`config.mk`:
```
export PLATFORM = sky130hd
export DESIGN_NAME = frm_top
export DESIGN_NICKNAME = d
export VERILOG_FILES = /design/src/frm_edge.v /design/src/frm_delay.v /design/src/frm_top.v
export VERILOG_INCLUDE_DIRS = /design/src /design/src/inc
export SDC_FILE = /design/constraint.sdc
export NUM_CORES = 1
export LEC_CHECK = 0
export BUFFER_PORTS_ARGS = -buffer_cell sky130_fd_sc_hd__clkbuf_2
export CORE_MARGIN = 4
export CORE_UTILIZATION = 51
export CTS_CLUSTER_SIZE = 25
export DETAILED_ROUTE_END_ITERATION = 10
export PLACE_DENSITY = 0.8
export SKIP_CTS_REPAIR_TIMING = 1
export SYNTH_ARGS = -nofsm -noshare
export SYNTH_HDL_FRONTEND = slang
export SYNTH_SLANG_ARGS = --single-unit
```
`constraint.sdc`:
```
create_clock -name clock_i -period 2.12 [get_ports clock_i]
set_input_delay 0.106 -clock clock_i [delete_from_list [all_inputs] [get_ports clock_i]]
set_output_delay 0.106 -clock clock_i [all_outputs]
set_load 0.005 [all_outputs]
```
`src/inc/frm_defines.vh`:
```
// register map, field positions, reset values and timing of the fault response manager
`ifndef FRM_DEFINES_VH
`define FRM_DEFINES_VH

// apb byte addresses, one aligned word each
`define FRM_ADDR_CTRL  8'h00
`define FRM_ADDR_STAT  8'h04
`define FRM_ADDR_DIAG  8'h08
`define FRM_ADDR_ISTAT 8'h0C
`define FRM_ADDR_IEN   8'h10
`define FRM_ADDR_ICLR  8'h14

// control register fields
`define FRM_CTRL_W   5
`define FRM_C_GO     0
`define FRM_C_SOF    1
`define FRM_C_RSC    2
`define FRM_C_DSR    3
`define FRM_C_WDM    4
`define FRM_CTRL_RST 5'h12

// interrupt status fields
`define FRM_IRQ_W    5
`define FRM_I_LATCH  0
`define FRM_I_SERIAL 1
`define FRM_I_TWARN  2
`define FRM_I_HRST   3
`define FRM_I_RSTRT  4
`define FRM_IEN_RST  5'h00

// widths of the read-only words
`define FRM_STAT_W   13
`define FRM_DIAG_W   18

// host reset hold time after the condition clears
`define FRM_HRST_MS  10
`define FRM_CLK_KHZ  50000

`endif

```
`src/frm_edge.v`:
```
// rise and fall detector for a bundle of level signals
`timescale 1ns/1ps
module frm_edge #(
    parameter WIDTH = 1
) (
    input wire clock_i,
    input wire rstn_i,
    input wire [WIDTH-1:0] sig_i,
    output wire [WIDTH-1:0] rise_o,
    output wire [WIDTH-1:0] fall_o
);
    reg [WIDTH-1:0] prev_r; // level seen one cycle ago

    // remember the previous level of every bit
    always @(posedge clock_i or negedge rstn_i) begin
        if (!rstn_i) begin
            prev_r <= {WIDTH{1'b0}};
        end else begin
            prev_r <= sig_i;
        end
    end

    // combinational so the top sees the edge in the cycle it happens
    assign rise_o = sig_i & ~prev_r;
    assign fall_o = ~sig_i & prev_r;
endmodule // frm_edge

```
`src/frm_delay.v`:
```
// hold-off timer: pulses after a run level has stayed high for CYCLES clocks, and again every CYCLES clocks while it stays high
`timescale 1ns/1ps
module frm_delay #(
    parameter CYCLES = 500000,
    parameter CW = 20
) (
    input wire clock_i,
    input wire rstn_i,
    input wire run_i,
    output reg done_o
);
    localparam [31:0] LAST32 = CYCLES - 1; // terminal count
    wire [CW-1:0] last = LAST32[CW-1:0];
    reg [CW-1:0] cnt_r; // cycles spent with run high

    // counter restarts whenever run drops, so a glitch in the condition restarts the wait
    always @(posedge clock_i or negedge rstn_i) begin
        if (!rstn_i) begin
            cnt_r <= {CW{1'b0}};
            done_o <= 1'b0;
        end else if (!run_i) begin
            cnt_r <= {CW{1'b0}};
            done_o <= 1'b0;
        end else if (cnt_r == last) begin
            cnt_r <= {CW{1'b0}};
            done_o <= 1'b1;
        end else begin
            cnt_r <= cnt_r + {{(CW-1){1'b0}}, 1'b1};
            done_o <= 1'b0;
        end
    end
endmodule // frm_delay

```
`src/frm_top.v`:
```
// fault response manager for a three-phase bridge gate driver, with apb registers
//
// How it works
// - full shutdown drives all six gates low
// - local shutdown drops only the affected gate
// - status/diag read clears latches when permitted
// - supply por disables, resets logic, no latch
// - sync loss with restart: stop, restart, no latch
// - restart off: latches clear on demand/go zero
// - logic-rail undervoltage latches, resets host 10 ms
// - overtemperature latches, regulator off, host reset
// - drain-source overvoltage latches, all gates off
// - latching responses only with stop-on-fault and watch masked
`timescale 1ns/1ps
`include "frm_defines.vh"
module frm_top #(
    parameter DW = 8,
    parameter HRST_CYCLES = `FRM_HRST_MS * `FRM_CLK_KHZ,
    parameter HRST_CW = 20
) (
    input wire clock_i,
    input wire rstn_i,
    input wire psel_i,
    input wire penable_i,
    input wire pwrite_i,
    input wire [7:0] paddr_i,
    input wire [31:0] pwdata_i,
    output reg [31:0] prdata_o,
    output reg pready_o,
    output reg pslverr_o,
    input wire [DW-1:0] demand_i,
    input wire [5:0] gate_req_i,
    input wire sys_err_i,
    input wire serial_err_i,
    input wire vbb_por_i,
    input wire vbb_uv_i,
    input wire vlr_uv_i,
    input wire vreg_uv_i,
    input wire [5:0] boot_uv_i,
    input wire temp_warn_i,
    input wire overtemp_i,
    input wire sync_lost_i,
    input wire [5:0] vds_ov_i,
    output reg [5:0] gate_o,
    output reg host_reset_out_n_o,
    output reg logic_rail_regulator_en_o,
    output reg logic_reset_o,
    output reg restart_o,
    output reg irq_o
);
    ////////////////////////////////////////////////////////////////////////
    // declarations
    reg [`FRM_CTRL_W-1:0] ctrl_r; // go, stop-on-fault, restart, read-clear disable, watch mask
    reg [`FRM_IRQ_W-1:0] ist_r; // sticky interrupt status
    reg [`FRM_IRQ_W-1:0] ien_r; // interrupt enables
    reg sys_lat_r; // system error latched
    reg ser_lat_r; // serial error flag
    reg vbbuv_lat_r; // supply undervoltage latched
    reg boot_lat_r; // bootstrap undervoltage latched
    reg los_lat_r; // loss of sync latched
    reg vds_lat_r; // drain-source overvoltage latched
    reg vlr_lat_r; // logic-rail undervoltage latched
    reg ot_lat_r; // overtemperature latched
    reg [5:0] loc_r; // per-transistor local shutdown
    reg drive_en_r; // outputs enabled, for status
    reg [31:0] rdata_nxt; // read mux
    reg rerr_nxt; // unmapped address
    wire [`FRM_IRQ_W-1:0] ist_nxt;
    wire [`FRM_IRQ_W-1:0] ev;
    wire [1:0] lvl_rise;
    wire [1:0] lvl_fall;
    wire [5:0] pwm_on;
    wire hr_done;

    ////////////////////////////////////////////////////////////////////////
    // apb decode; a transfer completes at the edge where pready is seen high
    wire acc = psel_i & penable_i & pready_o;
    wire wr = acc & pwrite_i;
    wire rd = acc & ~pwrite_i;
    wire go = ctrl_r[`FRM_C_GO];
    wire restart_enable = ctrl_r[`FRM_C_RSC];
    // read of status or diag clears latches only while clearing is permitted
    wire rd_clr = rd & ~ctrl_r[`FRM_C_DSR] &
        ((paddr_i == `FRM_ADDR_STAT) | (paddr_i == `FRM_ADDR_DIAG));
    // the latching response set is gated by the two configuration bits; por and vreg are not
    wire resp_on = ctrl_r[`FRM_C_SOF] & ctrl_r[`FRM_C_WDM];
    wire dem_zero = (demand_i == {DW{1'b0}});
    // demand or go at zero resets the demand-path latches
    wire dr_clr = dem_zero | ~go | rd_clr;

    ////////////////////////////////////////////////////////////////////////
    // latch set terms, only while the responses are active
    wire sys_set = resp_on & sys_err_i;
    wire vbbuv_set = resp_on & ~restart_enable & vbb_uv_i;
    wire boot_set = resp_on & (|boot_uv_i);
    wire los_set = resp_on & ~restart_enable & sync_lost_i;
    wire vds_set = resp_on & (|vds_ov_i);
    wire vlr_set = resp_on & vlr_uv_i;
    wire ot_set = resp_on & overtemp_i;
    wire any_set = sys_set | vbbuv_set | boot_set | los_set | vds_set | vlr_set | ot_set;
    wire hr_lat = vlr_lat_r | ot_lat_r;

    ////////////////////////////////////////////////////////////////////////
    // edge detectors: go rising re-arms, sync loss falling restarts
    frm_edge #(.WIDTH(2)) u_lvl (
        .clock_i(clock_i),
        .rstn_i(rstn_i),
        .sig_i({go, sync_lost_i}),
        .rise_o(lvl_rise),
        .fall_o(lvl_fall)
    );

    // per-transistor pwm on edge ends a local shutdown
    frm_edge #(.WIDTH(6)) u_pwm (
        .clock_i(clock_i),
        .rstn_i(rstn_i),
        .sig_i(gate_req_i),
        .rise_o(pwm_on),
        .fall_o()
    );

    // host reset hold-off: counts only once both conditions have gone
    frm_delay #(.CYCLES(HRST_CYCLES), .CW(HRST_CW)) u_hrst (
        .clock_i(clock_i),
        .rstn_i(rstn_i),
        .run_i(hr_lat & ~vlr_uv_i & ~overtemp_i),
        .done_o(hr_done)
    );

    ////////////////////////////////////////////////////////////////////////
    // global shutdown: por and vreg always, the rest only with responses on
    wire glob_off = vbb_por_i | vreg_uv_i |
        (resp_on & (sys_lat_r | vbbuv_lat_r | boot_lat_r | los_lat_r | vds_lat_r | hr_lat |
        (restart_enable & (vbb_uv_i | sync_lost_i))));
    // demand-reset and go-reset sequences need no state: zero blocks drive, nonzero resumes
    wire drive_en = go & ~dem_zero & ~glob_off;

    ////////////////////////////////////////////////////////////////////////
    // fault latches; a set in the same cycle as a clear wins
    always @(posedge clock_i or negedge rstn_i) begin
        if (!rstn_i) begin
            sys_lat_r <= 1'b0;
            ser_lat_r <= 1'b0;
            vbbuv_lat_r <= 1'b0;
            boot_lat_r <= 1'b0;
            los_lat_r <= 1'b0;
            vds_lat_r <= 1'b0;
            vlr_lat_r <= 1'b0;
            ot_lat_r <= 1'b0;
        end else if (vbb_por_i) begin
            // supply por resets the internal logic and never latches
            sys_lat_r <= 1'b0;
            ser_lat_r <= 1'b0;
            vbbuv_lat_r <= 1'b0;
            boot_lat_r <= 1'b0;
            los_lat_r <= 1'b0;
            vds_lat_r <= 1'b0;
            vlr_lat_r <= 1'b0;
            ot_lat_r <= 1'b0;
        end else begin
            // system error held until go is set again
            sys_lat_r <= sys_set | (sys_lat_r & ~lvl_rise[1]);
            // serial error is a flag only, it never touches the gates
            ser_lat_r <= serial_err_i | (ser_lat_r & ~rd_clr);
            vbbuv_lat_r <= vbbuv_set | (vbbuv_lat_r & ~dr_clr);
            boot_lat_r <= boot_set | (boot_lat_r & ~dr_clr);
            los_lat_r <= los_set | (los_lat_r & ~dr_clr);
            vds_lat_r <= vds_set | (vds_lat_r & ~dr_clr);
            // rail faults release only when the host reset hold-off expires
            vlr_lat_r <= vlr_set | (vlr_lat_r & ~hr_done);
            ot_lat_r <= ot_set | (ot_lat_r & ~hr_done);
        end
    end

    ////////////////////////////////////////////////////////////////////////
    // local shutdown, used while the stop-on-fault responses are off
    genvar k;
    generate
        for (k = 0; k < 6; k = k + 1) begin : g_loc
            // held until that transistor's pwm turns on again
            always @(posedge clock_i or negedge rstn_i) begin
                if (!rstn_i) begin
                    loc_r[k] <= 1'b0;
                end else if (vbb_por_i) begin
                    loc_r[k] <= 1'b0;
                end else begin
                    loc_r[k] <= (~resp_on & (boot_uv_i[k] | vds_ov_i[k])) | (loc_r[k] & ~pwm_on[k]);
                end
            end
        end
    endgenerate

    ////////////////////////////////////////////////////////////////////////
    // registered outputs toward the bridge and the host
    always @(posedge clock_i or negedge rstn_i) begin
        if (!rstn_i) begin
            gate_o <= 6'h00;
            drive_en_r <= 1'b0;
            host_reset_out_n_o <= 1'b1;
            logic_rail_regulator_en_o <= 1'b1;
            logic_reset_o <= 1'b0;
            restart_o <= 1'b0;
        end else begin
            // all gates low on global shutdown, one gate low on local shutdown
            gate_o <= gate_req_i & {6{drive_en}} & ~loc_r;
            drive_en_r <= drive_en;
            host_reset_out_n_o <= ~hr_lat;
            logic_rail_regulator_en_o <= ~ot_lat_r;
            logic_reset_o <= vbb_por_i;
            // restart when the sync loss goes away, the stop itself is in glob_off
            restart_o <= resp_on & restart_enable & lvl_fall[0];
        end
    end

    ////////////////////////////////////////////////////////////////////////
    // control register; hardware clearing of go beats a software write
    always @(posedge clock_i or negedge rstn_i) begin
        if (!rstn_i) begin
            ctrl_r <= `FRM_CTRL_RST;
            ien_r <= `FRM_IEN_RST;
        end else begin
            if (wr && (paddr_i == `FRM_ADDR_CTRL)) begin
                ctrl_r <= pwdata_i[`FRM_CTRL_W-1:0];
            end
            // go drops on system error or supply por, host must write it to 1 again
            if (sys_set || vbb_por_i) begin
                ctrl_r[`FRM_C_GO] <= 1'b0;
            end
            if (wr && (paddr_i == `FRM_ADDR_IEN)) begin
                ien_r <= pwdata_i[`FRM_IRQ_W-1:0];
            end
        end
    end

    ////////////////////////////////////////////////////////////////////////
    // interrupts: sticky events, write-one-to-clear, set wins over clear
    assign ev[`FRM_I_LATCH] = any_set;
    assign ev[`FRM_I_SERIAL] = serial_err_i;
    assign ev[`FRM_I_TWARN] = temp_warn_i;
    assign ev[`FRM_I_HRST] = vlr_set | ot_set;
    assign ev[`FRM_I_RSTRT] = resp_on & restart_enable & lvl_fall[0];
    wire [`FRM_IRQ_W-1:0] iclr = (wr && (paddr_i == `FRM_ADDR_ICLR)) ?
        pwdata_i[`FRM_IRQ_W-1:0] : {`FRM_IRQ_W{1'b0}};
    assign ist_nxt = (ist_r & ~iclr) | ev;

    // the level output follows the next status so it is a flop, not a gate
    always @(posedge clock_i or negedge rstn_i) begin
        if (!rstn_i) begin
            ist_r <= {`FRM_IRQ_W{1'b0}};
            irq_o <= 1'b0;
        end else begin
            ist_r <= ist_nxt;
            irq_o <= |(ist_nxt & ien_r);
        end
    end

    ////////////////////////////////////////////////////////////////////////
    // read mux; live bits like temp warning clear themselves with the input
    always @* begin
        rdata_nxt = 32'h00000000;
        rerr_nxt = 1'b0;
        case (paddr_i)
            `FRM_ADDR_CTRL: begin
                rdata_nxt[`FRM_CTRL_W-1:0] = ctrl_r;
            end
            `FRM_ADDR_STAT: begin
                rdata_nxt[`FRM_STAT_W-1:0] = {drive_en_r, ~host_reset_out_n_o, vds_lat_r, los_lat_r,
                    ot_lat_r, temp_warn_i, boot_lat_r, vreg_uv_i, vlr_lat_r, vbbuv_lat_r,
                    vbb_por_i, ser_lat_r, sys_lat_r};
            end
            `FRM_ADDR_DIAG: begin
                rdata_nxt[`FRM_DIAG_W-1:0] = {loc_r, vds_ov_i, boot_uv_i};
            end
            `FRM_ADDR_ISTAT: begin
                rdata_nxt[`FRM_IRQ_W-1:0] = ist_r;
            end
            `FRM_ADDR_IEN: begin
                rdata_nxt[`FRM_IRQ_W-1:0] = ien_r;
            end
            `FRM_ADDR_ICLR: begin
                rdata_nxt = 32'h00000000; // write-only, reads zero
            end
            default: begin
                rerr_nxt = 1'b1; // unmapped address answers with an error
            end
        endcase
    end

    ////////////////////////////////////////////////////////////////////////
    // apb answer: one wait state, data captured before any read clear lands
    always @(posedge clock_i or negedge rstn_i) begin
        if (!rstn_i) begin
            pready_o <= 1'b0;
            pslverr_o <= 1'b0;
            prdata_o <= 32'h00000000;
        end else if (psel_i && penable_i && !pready_o) begin
            pready_o <= 1'b1;
            pslverr_o <= rerr_nxt;
            prdata_o <= pwrite_i ? 32'h00000000 : rdata_nxt;
        end else begin
            pready_o <= 1'b0;
            pslverr_o <= 1'b0;
        end
    end
endmodule // frm_top

```
==> report_table.html <==
<table>
<tr><th>Metric</th><th>Value</th></tr>
<tr><th colspan="2">Power and ir drop</th></tr>
<tr><td>Power density over the cells</td><td>approximately 640 mW/mm^2</td></tr>
<tr><td>Peak supply drop</td><td>0.000328 V</td></tr>
<tr><td>Leakage</td><td>between 2 and 2.5 nW</td></tr>
<tr><th colspan="2">Worst setup path</th></tr>
<tr><td>Required time of the critical path</td><td>about 2400 ps</td></tr>
<tr><td>Class of the most critical setup path</td><td>reg -&gt; reg</td></tr>
<tr><td>Largest fanout on the critical path</td><td>4</td></tr>
<tr><td>Arrival time at the worst endpoint</td><td>approximately 2100 ps</td></tr>
<tr><td>Kind of end point of the critical path</td><td>flop</td></tr>
<tr><td>Critical path launch point type</td><td>flop</td></tr>
<tr><th colspan="2">Die</th></tr>
<tr><td>Row Count</td><td>32</td></tr>
<tr><td>Area of the die</td><td>~0.0094 sq mm</td></tr>
<tr><td>Width of the chip</td><td>96.8 um</td></tr>
<tr><td>Die Height</td><td>96.8 um</td></tr>
<tr><td>Initial core utilization</td><td>0.523</td></tr>
<tr><td>Core box area</td><td>~0.0077 sq mm</td></tr>
<tr><td>I/O pin count</td><td>125</td></tr>
<tr><th colspan="2">Detailed routing</th></tr>
<tr><td>Starting DRC count in detailed routing</td><td>around 340</td></tr>
<tr><td>Vias after detailed routing</td><td>around 3.3k</td></tr>
<tr><td>Detailed-routing iteration count for the pre-antenna-repair pass</td><td>6</td></tr>
<tr><td>Antenna violation net count after detailed routing</td><td>0</td></tr>
<tr><td>Average vias per placed instance</td><td>5.58</td></tr>
<tr><td>Average wire per standard cell</td><td>about 16 um</td></tr>
<tr><td>DRC Markers</td><td>0</td></tr>
<tr><td>Detailed-route wire length</td><td>9.57 mm</td></tr>
<tr><th colspan="2">Finish</th></tr>
<tr><td>N_diodes</td><td>0</td></tr>
<tr><td>Number of nets in the layout</td><td>560</td></tr>
<tr><td>Proportion of layout cells with a drive suffix above 1</td><td>0.264</td></tr>
<tr><td>Most frequent cells in the layout</td><td>86 x dfrtp_1, 82 x clkbuf_2, 38 x nor2_1</td></tr>
<tr><td>Most common cell after layout, fill and taps aside</td><td>dfrtp_1</td></tr>
<tr><td>Fin util</td><td>0.627</td></tr>
<tr><td>Layout-stage area growth over the synthesis result</td><td>19.9%</td></tr>
<tr><th colspan="2">GRT</th></tr>
<tr><td>Number of antenna violations at the first check in global routing</td><td>0</td></tr>
<tr><td>Number of global-route vias before repair</td><td>about 3.2k</td></tr>
<tr><td>Pin count of the biggest net entering global routing</td><td>49</td></tr>
<tr><td>Total global-route track usage</td><td>0.208</td></tr>
<tr><td>Wire length of the first global-routing pass</td><td>15.8 mm</td></tr>
<tr><td>Aggregate global routing overflow</td><td>0</td></tr>
<tr><th colspan="2">Clock tree</th></tr>
<tr><td>Clock latency on the worst-skew pair</td><td>roughly 370 ps</td></tr>
<tr><td>Number of H-tree levels</td><td>3</td></tr>
<tr><td>Clock Root Buffer</td><td>clkbuf_8</td></tr>
<tr><td>Clock transition time at the flip-flop clock pins of the worst setup and hold paths</td><td>roughly 100 ps</td></tr>
<tr><td>CTS tree</td><td>built</td></tr>
<tr><td>Number of clock sinks</td><td>90</td></tr>
<tr><td>Total clock buffers created by CTS</td><td>9</td></tr>
<tr><td>Number of buffers between clock root and the deepest sink</td><td>2</td></tr>
<tr><th colspan="2">STA</th></tr>
<tr><td>Final hold slack</td><td>0.498 ps</td></tr>
<tr><td>Worst clock skew</td><td>approximately 14 ps</td></tr>
<tr><td>Final Critical Period</td><td>between 1500 and 2000 ps</td></tr>
<tr><td>Slew Limit Fails</td><td>0</td></tr>
<tr><td>Unrepaired setup endpoints after global routing</td><td>false</td></tr>
<tr><td>Slew of the pin with the lowest slew margin</td><td>669 ps</td></tr>
<tr><td>Hold Fails Final Rpt</td><td>0</td></tr>
<tr><td>Finish-stage setup viols</td><td>0</td></tr>
<tr><td>Achievable frequency</td><td>about 550 MHz</td></tr>
<tr><td>Slew headroom</td><td>0.550</td></tr>
<tr><td>Final Cycle Share</td><td>0.855</td></tr>
<tr><th colspan="2">Synth</th></tr>
<tr><td>Synth Cell Area</td><td>just over 0.004 sq mm</td></tr>
<tr><td>Average size of a mapped cell</td><td>roughly 11 sq um</td></tr>
<tr><td>Synthesis-stage register bit count</td><td>90</td></tr>
<tr><td>Cell taking the most area after synthesis</td><td>dfrtp_1</td></tr>
<tr><td>Asr flop ratio synth</td><td>1.00</td></tr>
<tr><td>Simple logic cell fraction of the synthesized area</td><td>0.182</td></tr>
<tr><td>Largest family of logic cells by synthesized area</td><td>simple AND/OR/NAND/NOR gates</td></tr>
<tr><td>Parity-gate share of the synthesized area counting xor and xnor cells</td><td>0.0370</td></tr>
<tr><td>Synth Area in Adders</td><td>0.00311</td></tr>
<tr><td>Post-synthesis compound-gate area fraction</td><td>0.138</td></tr>
<tr><td>Synthesized instance count</td><td>~380</td></tr>
<tr><td>Number of synthesis warnings</td><td>0</td></tr>
<tr><td>Area share of the leading cell type in the synthesized netlist</td><td>0.535</td></tr>
<tr><td>EDFF count, synth</td><td>0</td></tr>
<tr><td>Area contributors post-synth</td><td>dfrtp_1 54%, o21ai_0 4.0%, nor2_1 3.5%</td></tr>
<tr><td>Number of distinct library cells after synthesis</td><td>46</td></tr>
<tr><td>Share of synthesized area spent on multiplexers</td><td>0.0252</td></tr>
<tr><td>Sequential cell area fraction in the yosys report</td><td>0.561</td></tr>
<tr><td>Most instantiated flip-flop cell in the synthesis netlist</td><td>dfrtp_1</td></tr>
<tr><th colspan="2">Placed design</th></tr>
<tr><td>Dpl hpwl</td><td>7.18 mm</td></tr>
<tr><td>Number of input and output port buffers inserted</td><td>83</td></tr>
<tr><td>Global placement routability congestion</td><td>around 0.9</td></tr>
<tr><th colspan="2">Hold path</th></tr>
<tr><td>Path class of the lowest-slack min-delay path</td><td>in -&gt; reg</td></tr>
<tr><th colspan="2">Job</th></tr>
<tr><td>Max-cap viol count</td><td>0</td></tr>
<tr><th colspan="2">Status</th></tr>
<tr><td>Run status</td><td>completed</td></tr>
</table>
synthesized netlist by cell type, types with 7 or more instances:
master	number
o21ai_0	32
dfrtp_1	86
inv_1	12
nand4_1	12
xor2_1	12
nor2_1	38
a22oi_1	17
mux2_2	9
a21o_1	8
buf_4	15
nand2_1	37
nor3_1	7
a21oi_1	16
state kept, by name, indices dropped and copies added (netlist names), 2 cells and up:
register and flops:
ist_r 5, u_lvl.prev_r 2, ien_r 5, prdata_o 18
loc_r 6, u_pwm.prev_r 6, gate_o 6, ctrl_r 5
u_hrst.cnt_r 20
worst max-delay path, cell delays in order, from the launching register on:
cell,delay (ps)
dfrtp_1,390
ha_1,240
nand4_1,160
nor3_2,290
nand3_1,170
or3_1,330
a21oi_1,150
report_power, final:
part	total (mW)	internal, mW	switching [mW]
logic	0.202	0.0770	0.125
clock network	1.13	0.461	0.668
registers	1.75	1.74	0.0130
per-layer routing:
layer,GRT usage,vias to the layer above,wire (um)
met5,0,-,0
met1,0.291,1571,4200
met2,0.317,148,4440
met3,0.0497,20,701
li1,-,1528,-
met4,0.0734,0,234
cell families (layout without fill, tap and decap cells):
family | count (synthesis) | after routing
compound gates | 87 | 87
xor+xnor | 17 | 17
fa+ha+maj | 1 | 1
buf+inv | 40 | 129
flops | 90 | 90
mux | 9 | 9
other cells | 1 | 14
simple gates | 137 | 137
layout make-up:
class	count	area [sq um]
fill	637	2870
sequential	90	2260
multi-input combinational	265	1610
timing repair buffer	101	591
tap	102	128
clock buffer	9	124
clock inverter	7	67.6
inverter	12	45.0
path summary, 6_finish.rpt:
kind	depth (start not counted)	start	slack, ps	endpoint
setup / recovery	6	u_hrst.cnt_r[0]	310	u_hrst.cnt_r[18]
hold / removal	2	sys_err_i	0.5	ctrl_r[0]
setup reg to reg	6	u_hrst.cnt_r[0]	310	u_hrst.cnt_r[18]
hold reg to reg	1	loc_r[5]	450	gate_o[5]
max in group asynchronous	3	rstn_i	1140	gate_o[3]
min in group asynchronous	2	rstn_i	310	gate_o[5]
per-stage QoR:
step	setup TNS (ps)	cells	area [sq um]	setup slack [ps]	power, mW
5_1_grt	0	586	4820	106	3.22
2_1_floorplan	0	395	4070	468	1.85
3_3_place_gp	0	560	4520	64.3	1.97
6_report	0	586	4820	307	3.08
4_1_cts	-3.65	576	4710	-3.65	3.09
3_5_place_dp	0	560	4520	16.7	1.97
(Power assumes the default switching activity.)
